$ cat src/verilog/vrir_consts.svh
// constants of the vibration record info register bank
// assumes 7-bit byte addresses and 16-bit serial frames
`ifndef VRIR_CONSTS_SVH
`define VRIR_CONSTS_SVH

// register byte addresses, even byte holds bits 7:0
`define VRIR_ADDR_ALARM_PEAK   7'h4a
`define VRIR_ADDR_TIME_LOW     7'h4c
`define VRIR_ADDR_TIME_HIGH    7'h4e
`define VRIR_ADDR_BUILD_DAY_FIRMWARE_REV      7'h52
`define VRIR_ADDR_YEAR_MONTH   7'h54
`define VRIR_ADDR_PRODUCT      7'h56
`define VRIR_ADDR_SERIAL       7'h58
`define VRIR_ADDR_USER_TAG     7'h5a
`define VRIR_ADDR_FLASH_WEAR   7'h5c
`define VRIR_ADDR_MISC_CTRL    7'h64
`define VRIR_ADDR_SPEC_INFO    7'h66

// serial frame fields
`define VRIR_FRM_WRITE_BIT     15
`define VRIR_FRM_ADDR_MSB      14
`define VRIR_FRM_ADDR_LSB      8
`define VRIR_FRM_LAST_BIT      4'hf

// control register bit positions, within the 16-bit word
`define VRIR_MISC_SYNC_EN      12
`define VRIR_MISC_STAT_LOAD    10
`define VRIR_MISC_STAT_STORE   9
`define VRIR_MISC_STAT_CLEAR   8
`define VRIR_MISC_SELFTEST_ON  3
`define VRIR_MISC_SELFTEST_OFF 2
`define VRIR_BYTE_WIDTH        8

// reset values
`define VRIR_RST_WORD          16'h0000
`define VRIR_RST_SLOTS         4'h0
`define VRIR_RECORD_SLOTS      10

`endif

$ cat src/verilog/vrir_pkg.sv
// types shared by the register bank and its serial link
// assumes the constants header is compiled alongside
package vrir_pkg;
    typedef logic [15:0] vrir_word_t;
    typedef logic [6:0]  vrir_addr_t;
    typedef logic [7:0]  vrir_byte_t;
    // direction of a completed serial frame
    typedef enum logic {
        VRIR_FRAME_READ,
        VRIR_FRAME_WRITE
    } vrir_frame_e;
endpackage : vrir_pkg

$ cat src/verilog/vrir_link_if.sv
// carrier between the serial shifter and the register bank
// assumes both ends run on the same reference clock
`timescale 1ns/1ns
`default_nettype none
interface vrir_link_if;
    import vrir_pkg::*;
    logic       frame_done; // one-cycle pulse, word complete
    vrir_word_t rx_word;    // received frame
    vrir_word_t tx_word;    // answer for the next frame
    modport phy (
        output frame_done,
        output rx_word,
        input  tx_word
    );
    modport regs (
        input  frame_done,
        input  rx_word,
        output tx_word
    );
endinterface : vrir_link_if
`default_nettype wire

$ cat src/verilog/vrir_spi_link.sv
// serial shifter: samples on rising clock, shifts out on falling
// assumes serial clock well below a quarter of the reference clock
`timescale 1ns/1ns
`default_nettype none
`include "vrir_consts.svh"
module vrir_spi_link (
    // clock and reset
    input  wire logic   clk,
    input  wire logic   rst_n,
    // serial pins, asynchronous to clk
    input  wire logic   sclk,
    input  wire logic   cs_n,
    input  wire logic   din,
    output logic        dout,
    // toward the register bank
    vrir_link_if.phy    link
);
    import vrir_pkg::*;

    logic       sclk_s1_q, sclk_s2_q, sclk_s3_q;
    logic       cs_s1_q, cs_s2_q, cs_s3_q;
    logic       din_s1_q, din_s2_q;
    vrir_word_t rx_q, rx_d, tx_q, tx_d, word_q, word_d;
    logic [3:0] bits_q, bits_d;
    logic       done_q, done_d;
    logic       rise, fall, cs_fall, active;

    // edges come from the second and third stages only
    assign rise    = sclk_s2_q & ~sclk_s3_q;
    assign fall    = ~sclk_s2_q & sclk_s3_q;
    assign cs_fall = ~cs_s2_q & cs_s3_q;
    assign active  = ~cs_s2_q;

    // shift state; answer is loaded once per select
    always_comb begin
        rx_d   = rx_q;
        tx_d   = tx_q;
        bits_d = bits_q;
        word_d = word_q;
        done_d = 1'b0;
        if (cs_fall) begin
            tx_d   = link.tx_word;
            bits_d = 4'h0;
            rx_d   = `VRIR_RST_WORD;
        end else if (active && rise) begin
            rx_d   = {rx_q[14:0], din_s2_q};
            bits_d = bits_q + 4'h1;
            if (bits_q == `VRIR_FRM_LAST_BIT) begin
                done_d = 1'b1;
                word_d = {rx_q[14:0], din_s2_q};
            end
        end else if (active && fall && bits_q != 4'h0) begin
            tx_d = {tx_q[14:0], 1'b0}; // first bit stands from select
        end
    end

    // synchronisers and shift registers
    always_ff @(posedge clk or negedge rst_n) begin
        if (!rst_n) begin
            sclk_s1_q <= 1'b1;
            sclk_s2_q <= 1'b1;
            sclk_s3_q <= 1'b1;
            cs_s1_q   <= 1'b1;
            cs_s2_q   <= 1'b1;
            cs_s3_q   <= 1'b1;
            din_s1_q  <= 1'b0;
            din_s2_q  <= 1'b0;
            rx_q      <= `VRIR_RST_WORD;
            tx_q      <= `VRIR_RST_WORD;
            word_q    <= `VRIR_RST_WORD;
            bits_q    <= 4'h0;
            done_q    <= 1'b0;
        end else begin
            sclk_s1_q <= sclk;
            sclk_s2_q <= sclk_s1_q;
            sclk_s3_q <= sclk_s2_q;
            cs_s1_q   <= cs_n;
            cs_s2_q   <= cs_s1_q;
            cs_s3_q   <= cs_s2_q;
            din_s1_q  <= din;
            din_s2_q  <= din_s1_q;
            rx_q      <= rx_d;
            tx_q      <= tx_d;
            word_q    <= word_d;
            bits_q    <= bits_d;
            done_q    <= done_d;
        end
    end

    assign dout            = tx_q[15];
    assign link.rx_word    = word_q;
    assign link.frame_done = done_q;
endmodule : vrir_spi_link
`default_nettype wire

$ cat src/verilog/vrir_regs.sv
// vibration record info register bank behind the serial port
// assumes processing core inputs share REF_CLK; pins are asynchronous
// a read is answered in the serial frame after the request
// storage, sync capture and statistics engines sit outside
//
// Contract
// - alarm peak magnitude is a 16-bit read-only word in sample format.
// - capture time in seconds is read as a low and a high 16-bit word.
// - day and revision word holds two day digits then two revision digits.
// - year and month word holds two year digits then two month digits.
// - product number is a fixed read-only 16-bit binary value.
// - unit serial is a fixed read-only 16-bit value.
// - user tag is read-write over 16 bits and restored from storage after reset.
// - wear counter steps once on record clearing and once when all 10 slots fill.
// - control bit 12 lets sync pin activity start a capture.
// - control bit 10 loads a statistics record chosen by the record pointer.
// - control bit 9 stores current statistics into a flash record.
// - control bit 8 clears the accumulated statistics.
// - control bit 3 turns self-test stimulus on and bit 2 turns it off.
// - spectral info bits 15:14 give rate option and 13:12 give window.
// - spectral info low byte gives the number of spectral averages.
`timescale 1ns/1ns
`default_nettype none
`include "vrir_consts.svh"
module vrir_regs #(
    parameter logic [15:0] PRODUCT_NUMBER   = 16'h0001, // arbitrary value
    parameter logic [15:0] UNIT_SERIAL      = 16'h0000,
    parameter logic [15:0] BUILD_BUILD_DAY_FIRMWARE_REV    = 16'h0000,
    parameter logic [15:0] BUILD_YEAR_MONTH = 16'h0000,
    parameter logic [3:0]  RECORD_SLOTS     = 4'(`VRIR_RECORD_SLOTS)
) (
    // clock and reset
    input  wire logic          REF_CLK,
    input  wire logic          RESETN,
    // serial port pins
    input  wire logic          SCLK,
    input  wire logic          CS_N,
    input  wire logic          DIN,
    output logic               DOUT,
    // live values from the processing core
    input  wire vrir_pkg::vrir_word_t ALARM_PEAK_IN,
    input  wire vrir_pkg::vrir_word_t TIME_LOW_IN,
    input  wire vrir_pkg::vrir_word_t TIME_HIGH_IN,
    input  wire logic [1:0]    RATE_OPTION_IN,
    input  wire logic [1:0]    WINDOW_IN,
    input  wire logic [7:0]    AVERAGES_IN,
    // record storage events, one-cycle pulses
    input  wire logic          RECORD_STORED,
    input  wire logic          RECORDS_CLEARED,
    // nonvolatile user tag storage
    input  wire vrir_pkg::vrir_word_t USER_TAG_NV,
    output vrir_pkg::vrir_word_t USER_TAG_OUT,
    output logic               USER_TAG_SAVE,
    // external trigger pin, asynchronous
    input  wire logic          SYNC_PIN,
    output logic               SYNC_ENABLE,
    output logic               CAPTURE_START,
    // statistics and self-test controls
    output logic               STAT_LOAD,
    output logic               STAT_STORE,
    output logic               STAT_CLEAR,
    output logic               SELF_TEST_ON
);
    import vrir_pkg::*;

    // carrier to the shifter, which owns serial pin synchronisation
    vrir_link_if link ();

    // word-level hit, shared by the read mux and the write decode
    // bit 0 is ignored so either byte address reaches the word
    function automatic logic vrir_hit(input vrir_addr_t addr, input vrir_addr_t base);
        vrir_hit = (addr[6:1] == base[6:1]);
    endfunction : vrir_hit

    // serial shifter; SCLK, CS_N and DIN are read nowhere else
    vrir_spi_link u_link (
        .clk   (REF_CLK),
        .rst_n (RESETN),
        .sclk  (SCLK),
        .cs_n  (CS_N),
        .din   (DIN),
        .dout  (DOUT),
        .link  (link.phy)
    );

    // frame decode
    // fields mean something only while frame_done is high;
    // between frames the word holds the last frame received
    // odd byte addresses select the upper byte of a word
    vrir_frame_e kind;
    vrir_addr_t  addr;
    vrir_byte_t  wdata;
    logic        wr_lo, wr_hi;
    assign kind  = link.rx_word[`VRIR_FRM_WRITE_BIT] ? VRIR_FRAME_WRITE : VRIR_FRAME_READ;
    assign addr  = link.rx_word[`VRIR_FRM_ADDR_MSB:`VRIR_FRM_ADDR_LSB];
    assign wdata = link.rx_word[`VRIR_BYTE_WIDTH-1:0];
    assign wr_lo = link.frame_done && kind == VRIR_FRAME_WRITE && !addr[0];
    assign wr_hi = link.frame_done && kind == VRIR_FRAME_WRITE && addr[0];

    // state of the bank
    // slots_q counts filled record locations, zero after a clear
    // restore_q is high only up to the first edge after reset
    vrir_word_t resp_q, resp_d;
    vrir_word_t tag_q, tag_d;
    logic       restore_q, restore_d;
    logic       tag_save_q, tag_save_d;
    vrir_word_t wear_q, wear_d;
    logic [3:0] slots_q, slots_d;
    logic       sync_en_q, sync_en_d;
    logic       selftest_q, selftest_d;
    logic       load_q, load_d;
    logic       store_q, store_d;
    logic       clear_q, clear_d;
    logic       capture_q, capture_d;
    logic       sync_s1_q, sync_s2_q, sync_s3_q;
    vrir_word_t read_word;
    vrir_word_t misc_view;
    vrir_word_t info_view;

    // readable views of control and spectral info
    // unused spectral bits read zero rather than floating
    assign misc_view = {3'h0, sync_en_q, 12'h000}; // command bits read zero
    assign info_view = {RATE_OPTION_IN, WINDOW_IN, 4'h0, AVERAGES_IN};

    // read mux; unmapped words answer zero
    // live inputs are taken as they stand at frame end
    // limitation: a timestamp read as two words may tear
    always_comb begin
        read_word = `VRIR_RST_WORD;
        if (vrir_hit(addr, `VRIR_ADDR_ALARM_PEAK)) begin
            read_word = ALARM_PEAK_IN;
        end else if (vrir_hit(addr, `VRIR_ADDR_TIME_LOW)) begin
            read_word = TIME_LOW_IN;
        end else if (vrir_hit(addr, `VRIR_ADDR_TIME_HIGH)) begin
            read_word = TIME_HIGH_IN;
        end else if (vrir_hit(addr, `VRIR_ADDR_BUILD_DAY_FIRMWARE_REV)) begin
            read_word = BUILD_BUILD_DAY_FIRMWARE_REV;
        end else if (vrir_hit(addr, `VRIR_ADDR_YEAR_MONTH)) begin
            read_word = BUILD_YEAR_MONTH;
        end else if (vrir_hit(addr, `VRIR_ADDR_PRODUCT)) begin
            read_word = PRODUCT_NUMBER;
        end else if (vrir_hit(addr, `VRIR_ADDR_SERIAL)) begin
            read_word = UNIT_SERIAL;
        end else if (vrir_hit(addr, `VRIR_ADDR_USER_TAG)) begin
            read_word = tag_q;
        end else if (vrir_hit(addr, `VRIR_ADDR_FLASH_WEAR)) begin
            read_word = wear_q;
        end else if (vrir_hit(addr, `VRIR_ADDR_MISC_CTRL)) begin
            read_word = misc_view;
        end else if (vrir_hit(addr, `VRIR_ADDR_SPEC_INFO)) begin
            read_word = info_view;
        end
    end

    // answer latched at end of any frame, shifted out in the next one
    // a write frame reloads the answer too, so reads are repeated
    // after a write to see the word that was asked for
    always_comb begin
        resp_d = resp_q;
        if (link.frame_done) begin
            resp_d = read_word;
        end
    end
    assign link.tx_word = resp_q;

    // user tag: restore once after reset, then byte writes
    // restore wins, though no frame can complete that early
    // one save pulse per byte written; storage must keep up
    always_comb begin
        tag_d      = tag_q;
        restore_d  = 1'b0;
        tag_save_d = 1'b0;
        if (restore_q) begin
            tag_d = USER_TAG_NV;
        end else if (vrir_hit(addr, `VRIR_ADDR_USER_TAG) && (wr_lo || wr_hi)) begin
            if (wr_lo) begin
                tag_d[7:0] = wdata;
            end else begin
                tag_d[15:8] = wdata;
            end
            tag_save_d = 1'b1; // storage keeps the last written value
        end
    end

    // wear counter; clearing wins over a store in the same cycle
    // slot count tracks fills only, not the record pointer
    // wear wraps at the top of its 16 bits, no saturation
    always_comb begin
        wear_d  = wear_q;
        slots_d = slots_q;
        if (RECORDS_CLEARED) begin
            slots_d = `VRIR_RST_SLOTS;
            wear_d  = wear_q + 16'h0001;
        end else if (RECORD_STORED) begin
            if (slots_q == RECORD_SLOTS) begin
                slots_d = 4'h1; // full bank reuses slots from the start
            end else begin
                slots_d = slots_q + 4'h1;
            end
            if (slots_q == RECORD_SLOTS - 4'h1) begin
                wear_d = wear_q + 16'h0001;
            end
        end
    end

    // control register: sync enable and self-test levels and self-clearing commands
    // commands are one-cycle pulses; a zero written does nothing
    // self test is a level held until the off bit is written
    always_comb begin
        sync_en_d  = sync_en_q;
        selftest_d = selftest_q;
        load_d     = 1'b0;
        store_d    = 1'b0;
        clear_d    = 1'b0;
        if (vrir_hit(addr, `VRIR_ADDR_MISC_CTRL) && wr_hi) begin
            sync_en_d = wdata[`VRIR_MISC_SYNC_EN - `VRIR_BYTE_WIDTH];
            load_d    = wdata[`VRIR_MISC_STAT_LOAD - `VRIR_BYTE_WIDTH];
            store_d   = wdata[`VRIR_MISC_STAT_STORE - `VRIR_BYTE_WIDTH];
            clear_d   = wdata[`VRIR_MISC_STAT_CLEAR - `VRIR_BYTE_WIDTH];
        end
        if (vrir_hit(addr, `VRIR_ADDR_MISC_CTRL) && wr_lo) begin
            // off wins when both bits are written together
            if (wdata[`VRIR_MISC_SELFTEST_OFF]) begin
                selftest_d = 1'b0;
            end else if (wdata[`VRIR_MISC_SELFTEST_ON]) begin
                selftest_d = 1'b1;
            end
        end
    end

    // sync pin rising edge starts a capture only while enabled
    // third stage serves the edge detector only
    // limitation: pin pulses under one clock may be missed
    always_comb begin
        capture_d = sync_en_q && sync_s2_q && !sync_s3_q;
    end

    // all state registers
    // reset loads constants only; the tag waits for restore_q
    always_ff @(posedge REF_CLK or negedge RESETN) begin
        if (!RESETN) begin
            resp_q     <= `VRIR_RST_WORD;
            tag_q      <= `VRIR_RST_WORD;
            restore_q  <= 1'b1;
            tag_save_q <= 1'b0;
            wear_q     <= `VRIR_RST_WORD;
            slots_q    <= `VRIR_RST_SLOTS;
            sync_en_q  <= 1'b0;
            selftest_q <= 1'b0;
            load_q     <= 1'b0;
            store_q    <= 1'b0;
            clear_q    <= 1'b0;
            capture_q  <= 1'b0;
            sync_s1_q  <= 1'b0;
            sync_s2_q  <= 1'b0;
            sync_s3_q  <= 1'b0;
        end else begin
            resp_q     <= resp_d;
            tag_q      <= tag_d;
            restore_q  <= restore_d;
            tag_save_q <= tag_save_d;
            wear_q     <= wear_d;
            slots_q    <= slots_d;
            sync_en_q  <= sync_en_d;
            selftest_q <= selftest_d;
            load_q     <= load_d;
            store_q    <= store_d;
            clear_q    <= clear_d;
            capture_q  <= capture_d;
            sync_s1_q  <= SYNC_PIN;
            sync_s2_q  <= sync_s1_q;
            sync_s3_q  <= sync_s2_q;
        end
    end

    // outputs, all from flops
    // pulses are registered, so the core needs no edge detector
    assign USER_TAG_OUT  = tag_q;
    assign USER_TAG_SAVE = tag_save_q;
    assign SYNC_ENABLE   = sync_en_q;
    assign CAPTURE_START = capture_q;
    assign STAT_LOAD     = load_q;
    assign STAT_STORE    = store_q;
    assign STAT_CLEAR    = clear_q;
    assign SELF_TEST_ON  = selftest_q;
endmodule : vrir_regs
`default_nettype wire

$ cat config.mk
export PLATFORM = sky130hd
export DESIGN_NAME = vrir_regs
export DESIGN_NICKNAME = d
export VERILOG_FILES = /design/src/verilog/vrir_pkg.sv /design/src/verilog/vrir_link_if.sv /design/src/verilog/vrir_spi_link.sv /design/src/verilog/vrir_regs.sv
export VERILOG_INCLUDE_DIRS = /design/src /design/src/verilog
export SDC_FILE = /design/constraint.sdc
export NUM_CORES = 1
export LEC_CHECK = 0
export ABC_AREA = 1
export BUFFER_PORTS_ARGS = -buffer_cell sky130_fd_sc_hd__buf_2
export CORE_MARGIN = 2
export CORE_UTILIZATION = 56
export DETAILED_ROUTE_END_ITERATION = 10
export PLACE_DENSITY_LB_ADDON = 0.08
export SLEW_MARGIN = 20
export SYNTH_ARGS = -nofsm -noshare
export SYNTH_HDL_FRONTEND = slang
export SYNTH_SLANG_ARGS = --single-unit
$ cat constraint.sdc
create_clock -name REF_CLK -period 1.9 [get_ports REF_CLK]
set_clock_uncertainty 0.1 [all_clocks]
set_input_delay 0.095 -clock REF_CLK [delete_from_list [all_inputs] [get_ports REF_CLK]]
set_output_delay 0.095 -clock REF_CLK [all_outputs]
set_load 0.01 [all_outputs]
==> metrics <==
WS Path Type=flop to flop; final hold violations=0; simple-gate share of the synthesized area=25.9%; initial antenna violation count=0; WL met2=8220 um; Leakage=4.03 nW; CP peak stage delay=about 0.46 ns; Initial Util=57.8%; Synth top area share=48.4%; Peak VDD IR=0.765 mV; Worst EP required=2.21 ns; diode count=0; sequential cell area=a little over 0.003 sq mm; Longest Clk Path Bufs=2; largest net degree at the start of global routing=a little over 90; Mapped Area=0.00600 sq mm; sequential share of the synthesized area=~50%; # Max-Cap Violations=0; Pre-antenna DRT Iters=5; ys async rst share=between 90% and 100%; final non-filler cell total=1059; Most used DFF post-synth=dfrtp_1; Detail Route met3 WL=around 1000 um; commonest non-fill, non-tap cell in the layout=nand2_1; GR Util All Layers=30.6%; number of enable flip-flop cells after synthesis=0; M1 WL=6750 um; H-tree levels=4; drt drc=0; Congestion Overflow GR=0; most frequent cells in the layout=188 x nand2_1, 116 x dfrtp_1, 106 x buf_2, 83 x dlygate4sd3_1, 80 x inv_1; TNS Setup=0 ns; Worst Setup SP=u_link.link.rx_word[12]; Multi-input gate area=between 0.002 and 0.0025 sq mm; ranking of synthesized cells by area=dfrtp_1 48%, nand2_1 12%, inv_1 5.1%; crit path DAT=about 2.1 ns; CP cell instances=nand2_2, clkinv_2, nand2_4, inv_2, nand2_1, nand2_1, a21oi_1, nand3_1, nand2_1, nand2_1; Clock Sinks=123; Hold WC Path Type=input pin to asynchronous set/reset pin; Worst R2R End=link.tx_word[11]; # setup viols final=0; fin crit share=93.8%; core area=0.0104 sq mm; Highest Signal Layer=met4; Layout Nets=~1000; Synthesized Nets=795; synthesized area per cell=8.47 sq um; area grow syn2layout=35.7%; post-route minimum period=1.78 ns; drt first-iter violations=451; Syn. warnings=0; final WL=about 17000 um; detailed placer's ending HPWL=11000 um; DP Cell Count=941; Yosys reg bits=approximately 120; Die Span X=approximately 110 um; CTS tree=built; clk_lat worst skew=about 0.53 ns; DIE AREA=between 0.01 and 0.015 sq mm; Synth Instances=708; CP Max Fanout=10; buffers and inverters on the worst path=2; Adder-Cell Fraction of Synth Area=less than 1%; r2r setup slk=roughly 0.12 ns; Die Height=approximately 110 um; post-route setup slack=0.118 ns; Fin Hold WS=0.0589 ns; Largest delay share family, worst path=simple AND/OR/NAND/NOR gates; layout cells sized above 1=23.9%; # fillers=between 700 and 800; FF-to-FF path depth=10; row cnt=37; TritonCTS buffer count=17; XOR/XNOR Fraction of Synth Area=2.19%; first-pass GRT wire length=27000 um; post-DR vias/cell=5.36; CP most frequent cell=nand2_1; slowest library cell on the worst path=dfrtp_1; power per cell area=883 mW/mm^2; CTS root buf=clkbuf_8; FMAX=between 500 and 600 MHz; Synth Area in Compound Gates=approximately 12%; Clk pin slew, worst setup/hold paths=0.05 ns; Setup WS pre-CTS=0.0866 ns; RR Startpoint=u_link.link.rx_word[12]; port bufs=107; DRT antenna net count=0; unrepaired setup endpoints after global routing=false; routed len/inst=15.9 um; fin. max-slew vios=0; via count=5674; RePlAce Congestion=about 0.94; leading area contributor after synthesis=dfrtp_1; mux contribution to synthesized area=0%; largest family of logic cells by synthesized area=simple AND/OR/NAND/NOR gates; critical path endpoint category=flop; status=complete, no violations; distinct cell type count after synthesis=43; # IOs=between 100 and 150; nature of the critical path startpoint=flop; via count of the first global-routing pass=5782
## kinds of logic (layout without fill, tap and decap cells)
family / count (synthesis) / count (layout)
other: 1 / 1
AO/OA/AOI/OAI: 113 / 113
AND/OR/NAND/NOR: 340 / 340
XOR/XNOR: 15 / 15
flip-flops: 123 / 123
adder cells (fa/ha/maj): 3 / 3
buffers and inverters: 113 / 328
## cell type report
cell class                      count  area share [%]
Timing Repair Buffer              204            18.3
Clock inverter                      7            1.69
Multi-Input combinational cell    472            29.9
Sequential cell                   123            37.9
Tap cell                          136            2.09
Clock buffer                       25            5.83
Inverter                           92            4.31
## registers in the layout, summed over array words and instances (netlist names), 4 cells and up
name	cells
u_link.rx_q	15
slots_q	4
link.tx_word	16
USER_TAG_OUT	16
u_link.bits_q	4
u_link.tx_q	16
wear_q	16
u_link.link.rx_word	16
## timing repair
item                                    CTS  global route
hold endpoints to repair                163             0
hold buffers                             83             0
buffers inserted                          0             3
endpoints found under the setup margin    0            19
resized for setup                         0             7
## routing by layer
layer,vias up,GRT usage [%]
met5,-,0
met4,0,16.9
met3,66,6.42
met2,226,51.3
met1,2694,36.8
li1,2688,-
## cell usage after synthesis, types with 9 or more instances
cell type	instances
nand2_2	17
inv_1	81
dfrtp_1	116
inv_2	9
nand2_1	189
a21oi_1	27
nor2_1	45
nand3_1	39
o21ai_2	16
o21ai_1	12
o21ai_0	28
nor3_1	10
o22ai_1	14
xor2_1	12
nand4_1	10
## stage by stage
| stage | total power, W | utilization, % | area, sq um |
|---|---|---|---|
| 2_1_floorplan | 0.00336 | - | 6000 |
| 3_3_place_gp | 0.00365 | 64.2 | 6650 |
| 3_5_place_dp | 0.00367 | 64.2 | 6650 |
| 4_1_cts | 0.00714 | 78.1 | 8100 |
| 5_1_grt | 0.00745 | 78.5 | 8140 |
| 6_report | 0.00718 | 78.5 | 8140 |
## worst reg2reg max path, cell delays in order (launching register included)
cell,delay (ns)
dfrtp_1,0.46
nand2_2,0.14
clkinv_2,0.09
nand2_4,0.13
inv_2,0.12
nand2_1,0.10
nand2_1,0.07
a21oi_1,0.22
nand3_1,0.11
nand2_1,0.07
nand2_1,0.06
## power by group
group          switching, W  internal (W)  total, W  leakage [nW]
clock               0.00111       0.00223   0.00334         0.296
sequential         0.000155       0.00282   0.00297          1.51
combinational      0.000463      0.000409  0.000872          2.23
total               0.00172       0.00546   0.00718          4.03
## how the worst max path moves through the flow
| stage | endpoint | slack [ns] | cells past startpoint |
|---|---|---|---|
| floorplan | wear_q[14] | 0.34 | 9 |
| global placement | link.tx_word[7] | 0.17 | 9 |
| detailed placement | u_link.tx_q[7] | 0.09 | 6 |
| CTS | u_link.tx_q[15] | 0.08 | 7 |
| global route | wear_q[12] | 0.002 | 9 |
| finish | link.tx_word[11] | 0.12 | 10 |
Note: power is estimated with default switching activity, not from simulation.
